[config.mk]
export PLATFORM = sky130hd
export DESIGN_NAME = smc_servo_mode
export DESIGN_NICKNAME = d
export VERILOG_FILES = /design/src/shared/smc_pkg.sv /design/src/design/smc_servo_mode.sv
export VERILOG_INCLUDE_DIRS = /design/src /design/src/shared
export SDC_FILE = /design/constraint.sdc
export NUM_CORES = 2
export LEC_CHECK = 0
export ABC_AREA = 1
export BUFFER_PORTS_ARGS = -buffer_cell sky130_fd_sc_hd__buf_2
export CORE_AREA = 2 2 338 206
export DETAILED_ROUTE_END_ITERATION = 10
export DIE_AREA = 0 0 340 208
export GPL_TIMING_DRIVEN = 0
export PLACE_DENSITY = 0.69
export SETUP_SLACK_MARGIN = 0.1
export SYNTH_ARGS = -nofsm -noshare
export SYNTH_HDL_FRONTEND = slang
export SYNTH_SLANG_ARGS = --single-unit
export TNS_END_PERCENT = 10
[constraint.sdc]
create_clock -name clk_sys -period 4.8 [get_ports clk_sys]
set_input_delay 0.72 -clock clk_sys [delete_from_list [all_inputs] [get_ports clk_sys]]
set_output_delay 0.72 -clock clk_sys [all_outputs]
set_load 0.01 [all_outputs]
[src/shared/smc_consts.svh]
`ifndef SMC_CONSTS_SVH
`define SMC_CONSTS_SVH

// Object indexes
`define SMC_IDX_GAIN_A      16'h2006
`define SMC_IDX_GAIN_B      16'h2007
`define SMC_IDX_CTRL_WORD   16'h6040
`define SMC_IDX_MODE_SEL    16'h6060
`define SMC_IDX_MODE_DISP   16'h6061
`define SMC_IDX_PAUSE_OPT   16'h605d
`define SMC_IDX_FOLLOW_LIM  16'h6065
`define SMC_IDX_WIN_SIZE    16'h6067
`define SMC_IDX_WIN_TIME    16'h6068
`define SMC_IDX_TORQ_CEIL   16'h6072
`define SMC_IDX_TARGET      16'h607a
`define SMC_IDX_POS_ADD     16'h60b0
`define SMC_IDX_VEL_ADD     16'h60b1
`define SMC_IDX_TORQ_ADD    16'h60b2

// Mode codes
`define SMC_MODE_NONE       8'h00
`define SMC_MODE_PP         8'h01
`define SMC_MODE_PV         8'h03
`define SMC_MODE_PT         8'h04
`define SMC_MODE_HOME       8'h06
`define SMC_MODE_CYC_POS    8'h08
`define SMC_MODE_CSV        8'h09
`define SMC_MODE_CST        8'h0a

// Control word bit positions
`define SMC_CW_READY        0
`define SMC_CW_MAIN_ON      1
`define SMC_CW_QSTOP_N      2
`define SMC_CW_RUN          3
`define SMC_CW_FAULT_CLR    7
`define SMC_CW_PAUSE        8
`define SMC_CW_RESET        16'h0000

// Timing
`define SMC_CLK_PERIOD_NS   4
`define SMC_TIME_MS_NS      1000000
`define SMC_CYC_1MS_US      1000
`define SMC_CYC_500_US      500
`define SMC_CYC_125_US      125

`endif

[src/shared/smc_pkg.sv]
package smc_pkg;

    typedef logic [1:0][31:0] smc_fifo_mem_t;

    typedef struct packed {
        logic [15:0]      ctrlWord;
        logic [7:0]       modeSelect;
        logic [7:0]       activeMode;
        logic [15:0]      pauseOpt;
        logic [31:0]      followLimit;
        logic [31:0]      winSize;
        logic [15:0]      winTime;
        logic [15:0]      torqueCeil;
        logic [31:0]      target;
        logic [31:0]      posAdd;
        logic [31:0]      velAdd;
        logic [31:0]      torqAdd;
        logic [7:0][15:0] gains;
        logic             pending;
        smc_fifo_mem_t    fifoData;
        logic [1:0]       fifoCnt;
        logic             wrPtr;
        logic             rdPtr;
        logic [23:0]      periodCnt;
        logic             seenSync;
        logic             cycleFault;
        logic [23:0]      msPre;
        logic [15:0]      winMs;
        logic             targetReached;
        logic             followAlarm;
        logic [31:0]      rdata;
        logic             ack;
        logic             err;
    } smc_state_t;

endpackage

[src/design/smc_servo_mode.sv]
`timescale 1ns/1ps
`include "smc_consts.svh"

// Contract
// Mode-select object is written; active mode is shown by a separate read-only object.
// Codes 1, 3 and 4 select profile position, velocity and torque.
// Code 6 selects homing; sync cycle must not be shorter than 1 ms.
// Code 10 selects cyclic torque; sync cycle at least 125 us.
// Code 9 selects cyclic velocity; sync cycle at least 500 us.
// Master keeps cycles above 1 ms a multiple of 250 us.
// Code 8 selects cyclic position; one command per master cycle is followed.
// Master keeps the cyclic position cycle at 1 ms or longer.
// Cyclic position commands are timed only by distributed-clock sync events.
// Leaving cyclic position mode drops every unexecuted position command.
// Master waits 1 ms after entering cyclic mode before commanding.
// Cyclic position targets are absolute positions only.
// System counts as started only when control word bits 0..3 are all one.
// Bits 0, 1, 3 request ready, main power and operation, active high.
// Bit 2 low requests quick stop; high runs normally.
// Pause bit set halts using the pause option; clear has no effect.
// Target reached only when error stays in window for window time.
// Alarm when target to actual difference exceeds following error limit.
// Unsupported mode code keeps the previous active mode and display.
module smc_servo_mode #(
    parameter int CYCLES_PER_MS = `SMC_TIME_MS_NS / `SMC_CLK_PERIOD_NS,
    parameter int MIN_CYC_1MS   = `SMC_CYC_1MS_US * 1000 / `SMC_CLK_PERIOD_NS,
    parameter int MIN_CYC_500US = `SMC_CYC_500_US * 1000 / `SMC_CLK_PERIOD_NS,
    parameter int MIN_CYC_125US = `SMC_CYC_125_US * 1000 / `SMC_CLK_PERIOD_NS
) (
    // Clock and reset
    input  wire logic        clk_sys,
    input  wire logic        sys_rst,
    // Object access port
    input  wire logic        objWrite,
    input  wire logic        objRead,
    input  wire logic [15:0] objIndex,
    input  wire logic [7:0]  objSub,
    input  wire logic [31:0] objWdata,
    output logic      [31:0] objRdata,
    output logic             objAck,
    output logic             objErr,
    // Distributed-clock sync
    input  wire logic        dcSync,
    input  wire logic        dcLocked,
    // Position command stream to the loop
    output logic             cmdValid,
    input  wire logic        cmdReady,
    output logic      [31:0] cmdPos,
    // Feedback
    input  wire logic [31:0] actualPos,
    // Drive status
    output logic      [7:0]  modeDisplay,
    output logic             sysStarted,
    output logic             servoReady,
    output logic             mainPowerOn,
    output logic             servoRun,
    output logic             quickStop,
    output logic             pauseReq,
    output logic      [15:0] pauseOption,
    output logic             targetReached,
    output logic             followAlarm,
    output logic             cycleFault,
    output logic             cmdOverrun
);

    smc_pkg::smc_state_t st;
    smc_pkg::smc_state_t next_st;

    // ------------------------------------------------------------
    // Decode helpers
    // ------------------------------------------------------------
    function automatic logic modeSupported(input logic [7:0] m);
        case (m)
            `SMC_MODE_PP, `SMC_MODE_PV, `SMC_MODE_PT, `SMC_MODE_HOME,
            `SMC_MODE_CYC_POS, `SMC_MODE_CSV, `SMC_MODE_CST: modeSupported = 1'b1;
            default: modeSupported = 1'b0;
        endcase
    endfunction

    function automatic logic [23:0] minCycles(input logic [7:0] m);
        case (m)
            `SMC_MODE_PP, `SMC_MODE_HOME, `SMC_MODE_CYC_POS: minCycles = 24'(MIN_CYC_1MS);
            `SMC_MODE_PV, `SMC_MODE_CSV:                    minCycles = 24'(MIN_CYC_500US);
            `SMC_MODE_PT, `SMC_MODE_CST:                    minCycles = 24'(MIN_CYC_125US);
            default:                                        minCycles = 24'h000000;
        endcase
    endfunction

    // Returns {hit, slot} for the gain/filter sub-objects
    function automatic logic [3:0] gainSlot(input logic [15:0] idx, input logic [7:0] sub);
        gainSlot = 4'h0;
        if (idx == `SMC_IDX_GAIN_A) begin
            case (sub)
                8'h01:   gainSlot = 4'h8;
                8'h02:   gainSlot = 4'h9;
                8'h03:   gainSlot = 4'ha;
                8'h09:   gainSlot = 4'hb;
                8'h0a:   gainSlot = 4'hc;
                default: gainSlot = 4'h0;
            endcase
        end else if (idx == `SMC_IDX_GAIN_B) begin
            case (sub)
                8'h03:   gainSlot = 4'hd;
                8'h07:   gainSlot = 4'he;
                8'h08:   gainSlot = 4'hf;
                default: gainSlot = 4'h0;
            endcase
        end
    endfunction

    // ------------------------------------------------------------
    // Combinational terms
    // ------------------------------------------------------------
    logic        inCycPos;
    logic        leavingCycPos;
    logic        fifoFull;
    logic        fifoEmpty;
    logic        doPush;
    logic        doPop;
    logic        msTick;
    logic [32:0] posDiff;
    logic [32:0] absErr;
    logic        inWindow;
    logic [3:0]  gs;
    logic        wrSub0;

    assign inCycPos  = (st.activeMode == `SMC_MODE_CYC_POS);
    assign fifoFull  = (st.fifoCnt == 2'd2);
    assign fifoEmpty = (st.fifoCnt == 2'd0);
    assign gs        = gainSlot(objIndex, objSub);
    assign wrSub0    = objWrite && (objSub == 8'h00);
    // Mode switch takes effect on the accepted write only
    assign leavingCycPos = inCycPos && wrSub0 && (objIndex == `SMC_IDX_MODE_SEL)
                           && modeSupported(objWdata[7:0]) && (objWdata[7:0] != `SMC_MODE_CYC_POS);
    // Commands move only on a sync event while locked; a full buffer holds them pending
    assign doPush    = inCycPos && dcLocked && dcSync && st.pending && !fifoFull && !leavingCycPos;
    assign doPop     = cmdValid && cmdReady;
    assign msTick    = (st.msPre == 24'(CYCLES_PER_MS - 1));
    assign posDiff   = {st.target[31], st.target} - {actualPos[31], actualPos};
    assign absErr    = posDiff[32] ? (33'h0 - posDiff) : posDiff;
    assign inWindow  = (absErr <= {1'b0, st.winSize});

    // ------------------------------------------------------------
    // Next state
    // ------------------------------------------------------------
    always_comb begin
        next_st     = st;
        next_st.ack = 1'b0;
        next_st.err = 1'b0;

        // Object writes
        if (objWrite) begin
            next_st.ack = 1'b1;
            if (gs[3]) begin
                next_st.gains[gs[2:0]] = objWdata[15:0];
            end else if (objSub != 8'h00) begin
                next_st.err = 1'b1;
            end else begin
                case (objIndex)
                    `SMC_IDX_CTRL_WORD:  next_st.ctrlWord = objWdata[15:0];
                    `SMC_IDX_MODE_SEL: begin
                        next_st.modeSelect = objWdata[7:0];
                        if (modeSupported(objWdata[7:0])) begin
                            next_st.activeMode = objWdata[7:0];
                        end else begin
                            next_st.err = 1'b1;
                        end
                    end
                    `SMC_IDX_PAUSE_OPT:  next_st.pauseOpt    = objWdata[15:0];
                    `SMC_IDX_FOLLOW_LIM: next_st.followLimit = objWdata;
                    `SMC_IDX_WIN_SIZE:   next_st.winSize     = objWdata;
                    `SMC_IDX_WIN_TIME:   next_st.winTime     = objWdata[15:0];
                    `SMC_IDX_TORQ_CEIL:  next_st.torqueCeil  = objWdata[15:0];
                    `SMC_IDX_TARGET: begin
                        next_st.target = objWdata;
                        if (inCycPos) begin
                            next_st.pending = 1'b1;
                        end
                    end
                    `SMC_IDX_POS_ADD:    next_st.posAdd  = objWdata;
                    `SMC_IDX_VEL_ADD:    next_st.velAdd  = objWdata;
                    `SMC_IDX_TORQ_ADD:   next_st.torqAdd = objWdata;
                    default:             next_st.err     = 1'b1; // read-only or unmapped
                endcase
            end
        end else if (objRead) begin
            next_st.ack   = 1'b1;
            next_st.rdata = 32'h00000000;
            if (gs[3]) begin
                next_st.rdata = {16'h0000, st.gains[gs[2:0]]};
            end else if (objSub != 8'h00) begin
                next_st.err = 1'b1;
            end else begin
                case (objIndex)
                    `SMC_IDX_CTRL_WORD:  next_st.rdata = {16'h0000, st.ctrlWord};
                    `SMC_IDX_MODE_SEL:   next_st.rdata = {24'h000000, st.modeSelect};
                    `SMC_IDX_MODE_DISP:  next_st.rdata = {24'h000000, st.activeMode};
                    `SMC_IDX_PAUSE_OPT:  next_st.rdata = {16'h0000, st.pauseOpt};
                    `SMC_IDX_FOLLOW_LIM: next_st.rdata = st.followLimit;
                    `SMC_IDX_WIN_SIZE:   next_st.rdata = st.winSize;
                    `SMC_IDX_WIN_TIME:   next_st.rdata = {16'h0000, st.winTime};
                    `SMC_IDX_TORQ_CEIL:  next_st.rdata = {16'h0000, st.torqueCeil};
                    `SMC_IDX_TARGET:     next_st.rdata = st.target;
                    `SMC_IDX_POS_ADD:    next_st.rdata = st.posAdd;
                    `SMC_IDX_VEL_ADD:    next_st.rdata = st.velAdd;
                    `SMC_IDX_TORQ_ADD:   next_st.rdata = st.torqAdd;
                    default:             next_st.err   = 1'b1;
                endcase
            end
        end

        // Two-entry command buffer; absolute target plus position addend
        if (doPush) begin
            next_st.fifoData[st.wrPtr] = st.target + st.posAdd;
            next_st.wrPtr   = ~st.wrPtr;
            // A target written on the push edge must stay pending, not be lost
            next_st.pending = wrSub0 && (objIndex == `SMC_IDX_TARGET);
        end
        if (doPop) begin
            next_st.rdPtr = ~st.rdPtr;
        end
        next_st.fifoCnt = st.fifoCnt + {1'b0, doPush} - {1'b0, doPop};
        if (leavingCycPos) begin
            next_st.fifoCnt = 2'd0;
            next_st.wrPtr   = 1'b0;
            next_st.rdPtr   = 1'b0;
            next_st.pending = 1'b0;
        end

        // Sync period check against the mode's shortest cycle
        if (dcSync) begin
            next_st.periodCnt = 24'h000001;
            next_st.seenSync  = 1'b1;
        end else if (st.periodCnt != 24'hffffff) begin
            next_st.periodCnt = st.periodCnt + 24'h000001;
        end
        if (wrSub0 && objIndex == `SMC_IDX_CTRL_WORD && objWdata[`SMC_CW_FAULT_CLR]) begin
            next_st.cycleFault = 1'b0;
        end
        // Set wins over the clear
        if (dcSync && st.seenSync && st.periodCnt < minCycles(st.activeMode)) begin
            next_st.cycleFault = 1'b1;
        end

        // Arrival window timing in milliseconds
        next_st.msPre = msTick ? 24'h000000 : st.msPre + 24'h000001;
        if (!inWindow) begin
            next_st.winMs = 16'h0000;
        end else if (msTick && st.winMs != 16'hffff) begin
            next_st.winMs = st.winMs + 16'h0001;
        end
        next_st.targetReached = inWindow && (st.winMs >= st.winTime);
        next_st.followAlarm   = (absErr > {1'b0, st.followLimit});
    end

    always_ff @(posedge clk_sys) begin
        if (sys_rst) begin
            st          <= '0;
            st.ctrlWord <= `SMC_CW_RESET;
        end else begin
            st <= next_st;
        end
    end

    // ------------------------------------------------------------
    // Outputs
    // ------------------------------------------------------------
    assign objRdata      = st.rdata;
    assign objAck        = st.ack;
    assign objErr        = st.err;
    assign cmdValid      = !fifoEmpty;
    assign cmdPos        = st.fifoData[st.rdPtr];
    assign modeDisplay   = st.activeMode;
    assign sysStarted    = (st.ctrlWord[3:0] == 4'hf);
    assign servoReady    = st.ctrlWord[`SMC_CW_READY];
    assign mainPowerOn   = st.ctrlWord[`SMC_CW_MAIN_ON];
    assign servoRun      = st.ctrlWord[`SMC_CW_RUN];
    assign quickStop     = !st.ctrlWord[`SMC_CW_QSTOP_N];
    assign pauseReq      = st.ctrlWord[`SMC_CW_PAUSE];
    assign pauseOption   = st.pauseOpt;
    assign targetReached = st.targetReached;
    assign followAlarm   = st.followAlarm;
    assign cycleFault    = st.cycleFault;
    // Flags a sync event that finds a command still pending and the buffer full
    assign cmdOverrun    = st.pending && inCycPos && dcSync && fifoFull;

    // ------------------------------------------------------------
    // Checks
    // ------------------------------------------------------------
    property p_mode_display;
        @(posedge clk_sys) disable iff (sys_rst)
        (wrSub0 && objIndex == `SMC_IDX_MODE_SEL && modeSupported(objWdata[7:0]))
            |=> (modeDisplay == $past(objWdata[7:0]));
    endproperty
    a_mode_display: assert property (p_mode_display) else $error("mode display not updated");

    property p_bad_mode;
        @(posedge clk_sys) disable iff (sys_rst)
        (objWrite && objIndex == `SMC_IDX_MODE_SEL && !modeSupported(objWdata[7:0]))
            |=> ($stable(modeDisplay) && objErr);
    endproperty
    a_bad_mode: assert property (p_bad_mode) else $error("unsupported mode changed display");

    property p_flush;
        @(posedge clk_sys) disable iff (sys_rst)
        leavingCycPos |=> (!cmdValid && !st.pending);
    endproperty
    a_flush: assert property (p_flush) else $error("commands kept after leaving cyclic position");

    property p_push_sync;
        @(posedge clk_sys) disable iff (sys_rst)
        (st.fifoCnt > $past(st.fifoCnt)) |-> $past(dcSync && dcLocked && inCycPos);
    endproperty
    a_push_sync: assert property (p_push_sync) else $error("command queued without sync");

    property p_started;
        @(posedge clk_sys) disable iff (sys_rst)
        sysStarted == (servoReady && mainPowerOn && !quickStop && servoRun);
    endproperty
    a_started: assert property (p_started) else $error("started flag mismatch");

    property p_qstop;
        @(posedge clk_sys) disable iff (sys_rst)
        (wrSub0 && objIndex == `SMC_IDX_CTRL_WORD) |=> (quickStop == !$past(objWdata[2]));
    endproperty
    a_qstop: assert property (p_qstop) else $error("quick stop polarity wrong");

    property p_pause;
        @(posedge clk_sys) disable iff (sys_rst)
        (wrSub0 && objIndex == `SMC_IDX_CTRL_WORD) |=> (pauseReq == $past(objWdata[8]));
    endproperty
    a_pause: assert property (p_pause) else $error("pause bit not followed");

    property p_reached;
        @(posedge clk_sys) disable iff (sys_rst)
        targetReached |-> ($past(inWindow) && $past(st.winMs) >= $past(st.winTime));
    endproperty
    a_reached: assert property (p_reached) else $error("target reached too early");

    property p_follow;
        @(posedge clk_sys) disable iff (sys_rst)
        ($past(absErr) > {1'b0, $past(st.followLimit)}) |-> followAlarm;
    endproperty
    a_follow: assert property (p_follow) else $error("following alarm missed");

    property p_cycle;
        @(posedge clk_sys) disable iff (sys_rst)
        (dcSync && st.seenSync && (inCycPos || st.activeMode == `SMC_MODE_HOME)
            && st.periodCnt < 24'(MIN_CYC_1MS)) |=> cycleFault;
    endproperty
    a_cycle: assert property (p_cycle) else $error("short cycle not flagged");

    property p_abs;
        @(posedge clk_sys) disable iff (sys_rst)
        doPush |=> (st.fifoData[$past(st.wrPtr)] == $past(st.target) + $past(st.posAdd));
    endproperty
    a_abs: assert property (p_abs) else $error("queued position not absolute");

endmodule

======== After elaboration in Yosys (flattened, before gate mapping) ========
Cells that the tools add are included.
W data, S select, Z words.
storage, ports and cells
  register bits after elaboration ......... 571
  bits of input ports ..................... 95
cells by class
  add/subtract/negate cells ............... 8
  order comparisons ....................... 9
  equality and inequality tests ........... 43
  muxes and demuxes ....................... 43
  bitwise operators ....................... 6
  reductions and logical operators ........ 60
operators by type and width
  cell                     count
  $pmux W32 S12            1
  $eq A16 B15 Y1 const B   12
  $mux W32                 5
  $bwmux W128              1
  $eq A8 B4 Y1 const B     9
  $mux W65                 1
  $bwmux W64               1
  $pmux W18 S3             1
  $add A24 B1 Y24 const B  2
  $bmux W16 S3             1
  $demux W16 S3            1
  $reduce_and A4 Y1        11
  $eq A8 B3 Y1 const B     5
  $gt A33 B32 Y1           1
  $le A33 B32 Y1           1
  $mux W33                 1
  $sub A1 B33 Y33 const A  1
  $sub A32 B32 Y33         1
  $add A32 B32 Y32         1
  $demux W32 S1            1
  $eq A16 B14 Y1 const B   2
  $eq A8 B2 Y1 const B     4
  $mux W16                 2
  $eq A24 B18 Y1 const B   1
  other kinds (36)         102

======== Depth between registers and ports, before layout ========
  depth after elaboration ................. 12
  gate-level depth with buffers ........... 40
  gate-level depth less buffers ........... 38

======== Worst setup path after synthesis ========
OpenSTA, ideal clock, no wires.
  path type ............................... input port to flip-flop
  start ................................... input port actualPos[0]
  end ..................................... register st[41] (netlist name)
  library setup time ...................... 0.111 ns
  arrival time ............................ 4.295 ns
  required time ........................... 4.689 ns
  path slack .............................. 0.395 ns
  stages .................................. 33
  path through ............................ ha_1 -> fa_1 -> ha_1 -> a21boi_0 -> nand3_1 -> nor2_1 -> nand3_1 -> nor2_1 -> nand2_1 -> nor3_1 -> nand2_1 -> o21ai_0 -> xor2_1 -> inv_1 -> ha_1 -> nand2_1 -> nor2_1 -> nand2_1 -> nor2_1 -> nor2_1 -> nand3_1 -> nand2_1 -> nand2_1 -> nand2_1 -> nand2_1 -> nand2_1 -> nand2_1 -> nand2_1 -> nand2_1 -> a21oi_1 -> nand2_2 -> buf_6 -> nor2_1
between the ends
  longest elaborated chain between the ends .. 6
RTL lines
  item                            RTL line               RTL
  start, declared                 smc_servo_mode.sv:50   input wire logic [31:0] actualPos,
  $sub A32 B32 Y33 (*)            smc_servo_mode.sv:139  assign posDiff = {st.target[31], st.target} - {actualPos[31], actualPos};
  $sub A1 B33 Y33                 smc_servo_mode.sv:140  assign absErr = posDiff[32] ? (33'h0 - posDiff) : posDiff;
  $mux W33 (*)                    smc_servo_mode.sv:140
  $le A33 B32 Y1 (*)              smc_servo_mode.sv:141  assign inWindow = (absErr <= {1'b0, st.winSize});
  $not A1 Y1 (no line) (*)        -
  $reduce_or A2 Y1 (no line) (*)  -
  end signal, assigned            smc_servo_mode.sv:261  st <= next_st;
  end, declared                   smc_servo_mode.sv:66   smc_pkg::smc_state_t st;
Every way passes the cells marked *; elsewhere a longest branch is shown, timed or not.
A chain may end at the register's enable or synchronous reset.

======== Worst setup path after layout ========
  start ................................... register st[395] (netlist name)
  end ..................................... register st (netlist bit followAlarm)
between the ends
  longest elaborated chain between the ends .. 4
RTL lines
  item                  RTL line               RTL
  $sub A32 B32 Y33 (*)  smc_servo_mode.sv:139
  $sub A1 B33 Y33       smc_servo_mode.sv:140
  $mux W33 (*)          smc_servo_mode.sv:140
  $gt A33 B32 Y1 (*)    smc_servo_mode.sv:253  next_st.followAlarm = (absErr > {1'b0, st.followLimit});
Marked as above.

==> results.cfg <==
[sta]
max_slew_margin_pct = 12.2
max_slew.worst_pin.slew_ps = 1320
period_share_pct = 103
fin_skew_ps = 26.0
setup_slack_ps = -132
rsz0062_at_grt = true
period_needed_ps = 4930
fmax_mhz = 203
finalSetupViolations = 16
drv_slew = 0
hold_viol = 0

[synth]
yosysUniqueCellTypes = 56
yosysWarnings = 0
syn_nets = 5387
syn_inst = 5129
ys.flop_type = dfxtp_1
synth.area.top_cells = dfxtp_1 34%, nand2_1 15%, a21oi_1 7.4%
synth-async-reset-ratio_pct = 0
syn-cell-area_um2 = 33600
ys_ff_latch = 571
seq_area_frac_synth_pct = 34.0
synth_area_per_cell_um2 = 6.56
synth_top_area_share_pct = 34.0
synth_largest_area_cell = dfxtp_1
synth_edf_count = 0

[placement]
place_congestion = 1.08
hpwl_mm = 107
dp_slack_ps = -1380
place_area_um2 = 35700
io_buffer_count = 179

[floorplanning]
rows = 74
core_area_um2 = 67500
dieWidth_um = 340
fp.dieH_um = 208
die-area_um2 = 70700
start_util_pct = 49.9
pin_count = 196

[power_and_ir_drop]
p_seq_share_pct = 46.9
leakagePower_nw = 16.8
pwr-share-comb_pct = 8.1
power.total_mw = 10.2
switching_share_pct = 26.4
p_per_area_nw_per_um2 = 265
internal_power_mw = 7.48
irDropWorstVdd_mv = 0.275
clkPwrFrac_pct = 45.1
power.switching_mw = 2.68

[setup_path]
r2r_setup_slack_ps = -130
required_ps = 5320
crit_top_cell = nand2_1
reg2reg_from = st[395]
cp_slowest_cell = fa_2
reg2reg_to = followAlarm
max_stage_delay_ps = 580
cp-startpoint = st[395]
r2r_cells = 31
critPathLaunchType = flop
endpoint = followAlarm
critical_path.max_fanout = 3
crit_path_end_kind = flop
path_class = reg -> reg
arrival_ps = 5460

[finish]
final_cell_area_um2 = 38300
n_fill_cell = 6729
layout_common_cells = 1354 x nand2_1, 642 x inv_1, 562 x dfxtp_1, 492 x a21oi_1, 448 x nor2_1
area_growth_pct = 13.7
layout_commonest_cell = nand2_1
nets = 5655
drive_gt1_share_pct = 10.9

[global_routing]
first_global_vias = 31700
grt_pass1_wl_mm = 201
grt_usage_pct = 37.2
antenna_found_initial = 4
globalRouteOverflowTotal = 0
grt_max_degree = 15

[routing]
drt-total-wl_mm = 137
drtIter0Drc = 5309
drc = 0
via_per_inst = 5.71
vias = 36200
wl_per_cell_um = 21.5
drt_pass1_iterations = 6
ant_nets = 0

[clock_network]
h-tree-depth = 2
numClockSinks = 571
clkTransAtPathRegs_ps = 70
clockBufferDepth = 3
cts_hold_buf = 0
clk_latency_ps = 650
cts_buffers = 56
cts_root_buf = clkbuf_16
cts_tree = done

[status]
status = finished, violations left
violations = negative setup slack

[flow_run]
max-cap-violations = 0

[worst_hold_path]
hold_path.class = in -> reg
==> cells by family (layout without fill, tap and decap cells) <==
logic type | count (synthesis) | after routing | synth area share (%)
and+or+nand+nor | 2288 | 2288 | 28.4
AOI/OAI and AO/OA | 1074 | 1074 | 17.8
buffers and inverters | 961 | 1269 | 11.8
DFF | 571 | 571 | 34.0
adders and majority gates | 163 | 163 | 6.11
xor gates and xnor gates | 72 | 72 | 1.87
other | 0 | 1 | 0
==> per-layer routing <==
metal  GRT usage, %  vias up  share of wire [%]
met5              0        -              0.018
met4           7.16        4                1.9
met3           15.5      179                 16
met2           46.3     2025                 36
met1           57.8    16800                 46
li1               -    17200                  -
==> layout make-up <==
class	count	area, µm²	area share (%)
Multi-Input combinational cell	3597	18700	48.9
Sequential cell	571	11400	29.9
Inverter	670	2530	6.60
Clock buffer	78	1610	4.20
Buffer	291	1490	3.88
Tap cell	912	1140	2.98
Timing Repair Buffer	210	1140	2.97
Clock inverter	20	203	0.530
Antenna cell	1	2.50	0.00654
==> state kept, by name, indices dropped and copies added, names as in the netlist <==
signal and count:
objErr 1, followAlarm 1, objRdata 32, mainPowerOn 1, modeDisplay 8, targetReached 1
servoReady 1, servoRun 1, pauseOption 16, st 506, objAck 1, cycleFault 1
pauseReq 1
==> cells in the mapped netlist, types with 3 or more instances <==
| library cell | n |
|---|---|
| o21bai_1 | 8 |
| o211ai_1 | 8 |
| nor3_2 | 6 |
| a21o_1 | 6 |
| a211oi_1 | 133 |
| o31ai_1 | 3 |
| nand2_2 | 9 |
| buf_6 | 4 |
| ha_1 | 161 |
| xnor2_1 | 23 |
| buf_4 | 76 |
| nand3b_1 | 4 |
| nor2_1 | 463 |
| nand2_1 | 1381 |
| o311ai_0 | 16 |
| nor3_4 | 4 |
| nor2_2 | 9 |
| nor4_1 | 13 |
| xor2_1 | 49 |
| nand3_2 | 7 |
| nor2_4 | 9 |
| clkinv_1 | 8 |
| nand3_1 | 196 |
| nor3_1 | 61 |
| nand4_1 | 111 |
| and2_1 | 3 |
| dfxtp_1 | 571 |
| a21boi_0 | 6 |
| nor3b_1 | 5 |
| o21a_1 | 9 |
| buf_2 | 45 |
| inv_1 | 650 |
| o22ai_1 | 64 |
| a21oi_1 | 499 |
| inv_2 | 11 |
| clkbuf_1 | 164 |
| a31oi_1 | 13 |
| o21ai_1 | 7 |
| o21ai_0 | 292 |
==> worst max-delay path, delay by kind of cell (launching register included) <==
| family | cells | cell delay, ps |
|---|---|---|
| xor gates and xnor gates | 1 | 100 |
| DFF | 1 | 380 |
| buffers and inverters | 3 | 540 |
| adders and majority gates | 4 | 1300 |
| AOI/OAI and AO/OA | 3 | 660 |
| and+or+nand+nor | 20 | 1800 |
==> power groups by stage <==
stage	logic, mW	clock network (mW)	registers, mW
6_report	0.818	4.58	4.76
2_1_floorplan	0.427	0	4.86
3_5_place_dp	0.720	0	4.87
5_1_grt	0.878	4.76	4.76
4_1_cts	0.762	4.56	4.76
3_3_place_gp	0.711	0	4.87
==> worst min-delay path by stage <==
stage | startpoint | end | cells past startpoint
floorplan | st[109] | st[109] | 2
global placement | st[110] | st[110] | 2
detailed placement | st[110] | st[110] | 2
CTS | cmdReady | st[102] | 4
global route | cmdReady | st[102] | 4
finish | cmdReady | st[102] | 4
==> per-stage QoR <==
step	hold slack [ps]	setup TNS, ps	utilization, %	cells
global placement	432	-24130	52.9	6220
CTS	364	0	56.3	6343
detailed placement	435	-23350	52.9	6220
floorplan	421	0	-	5129
finish	385	-843	56.7	6350
global route	384	-4650	56.7	6349
==> timing repair <==
item	4_1_cts	5_1_grt
cloned	1	0
hold endpoints to repair	0	0
setup endpoints to repair	18	18
resized for setup	94	50
buffers inserted	24	6
pin swaps	29	16
Note: power is estimated with default switching activity, not from simulation.
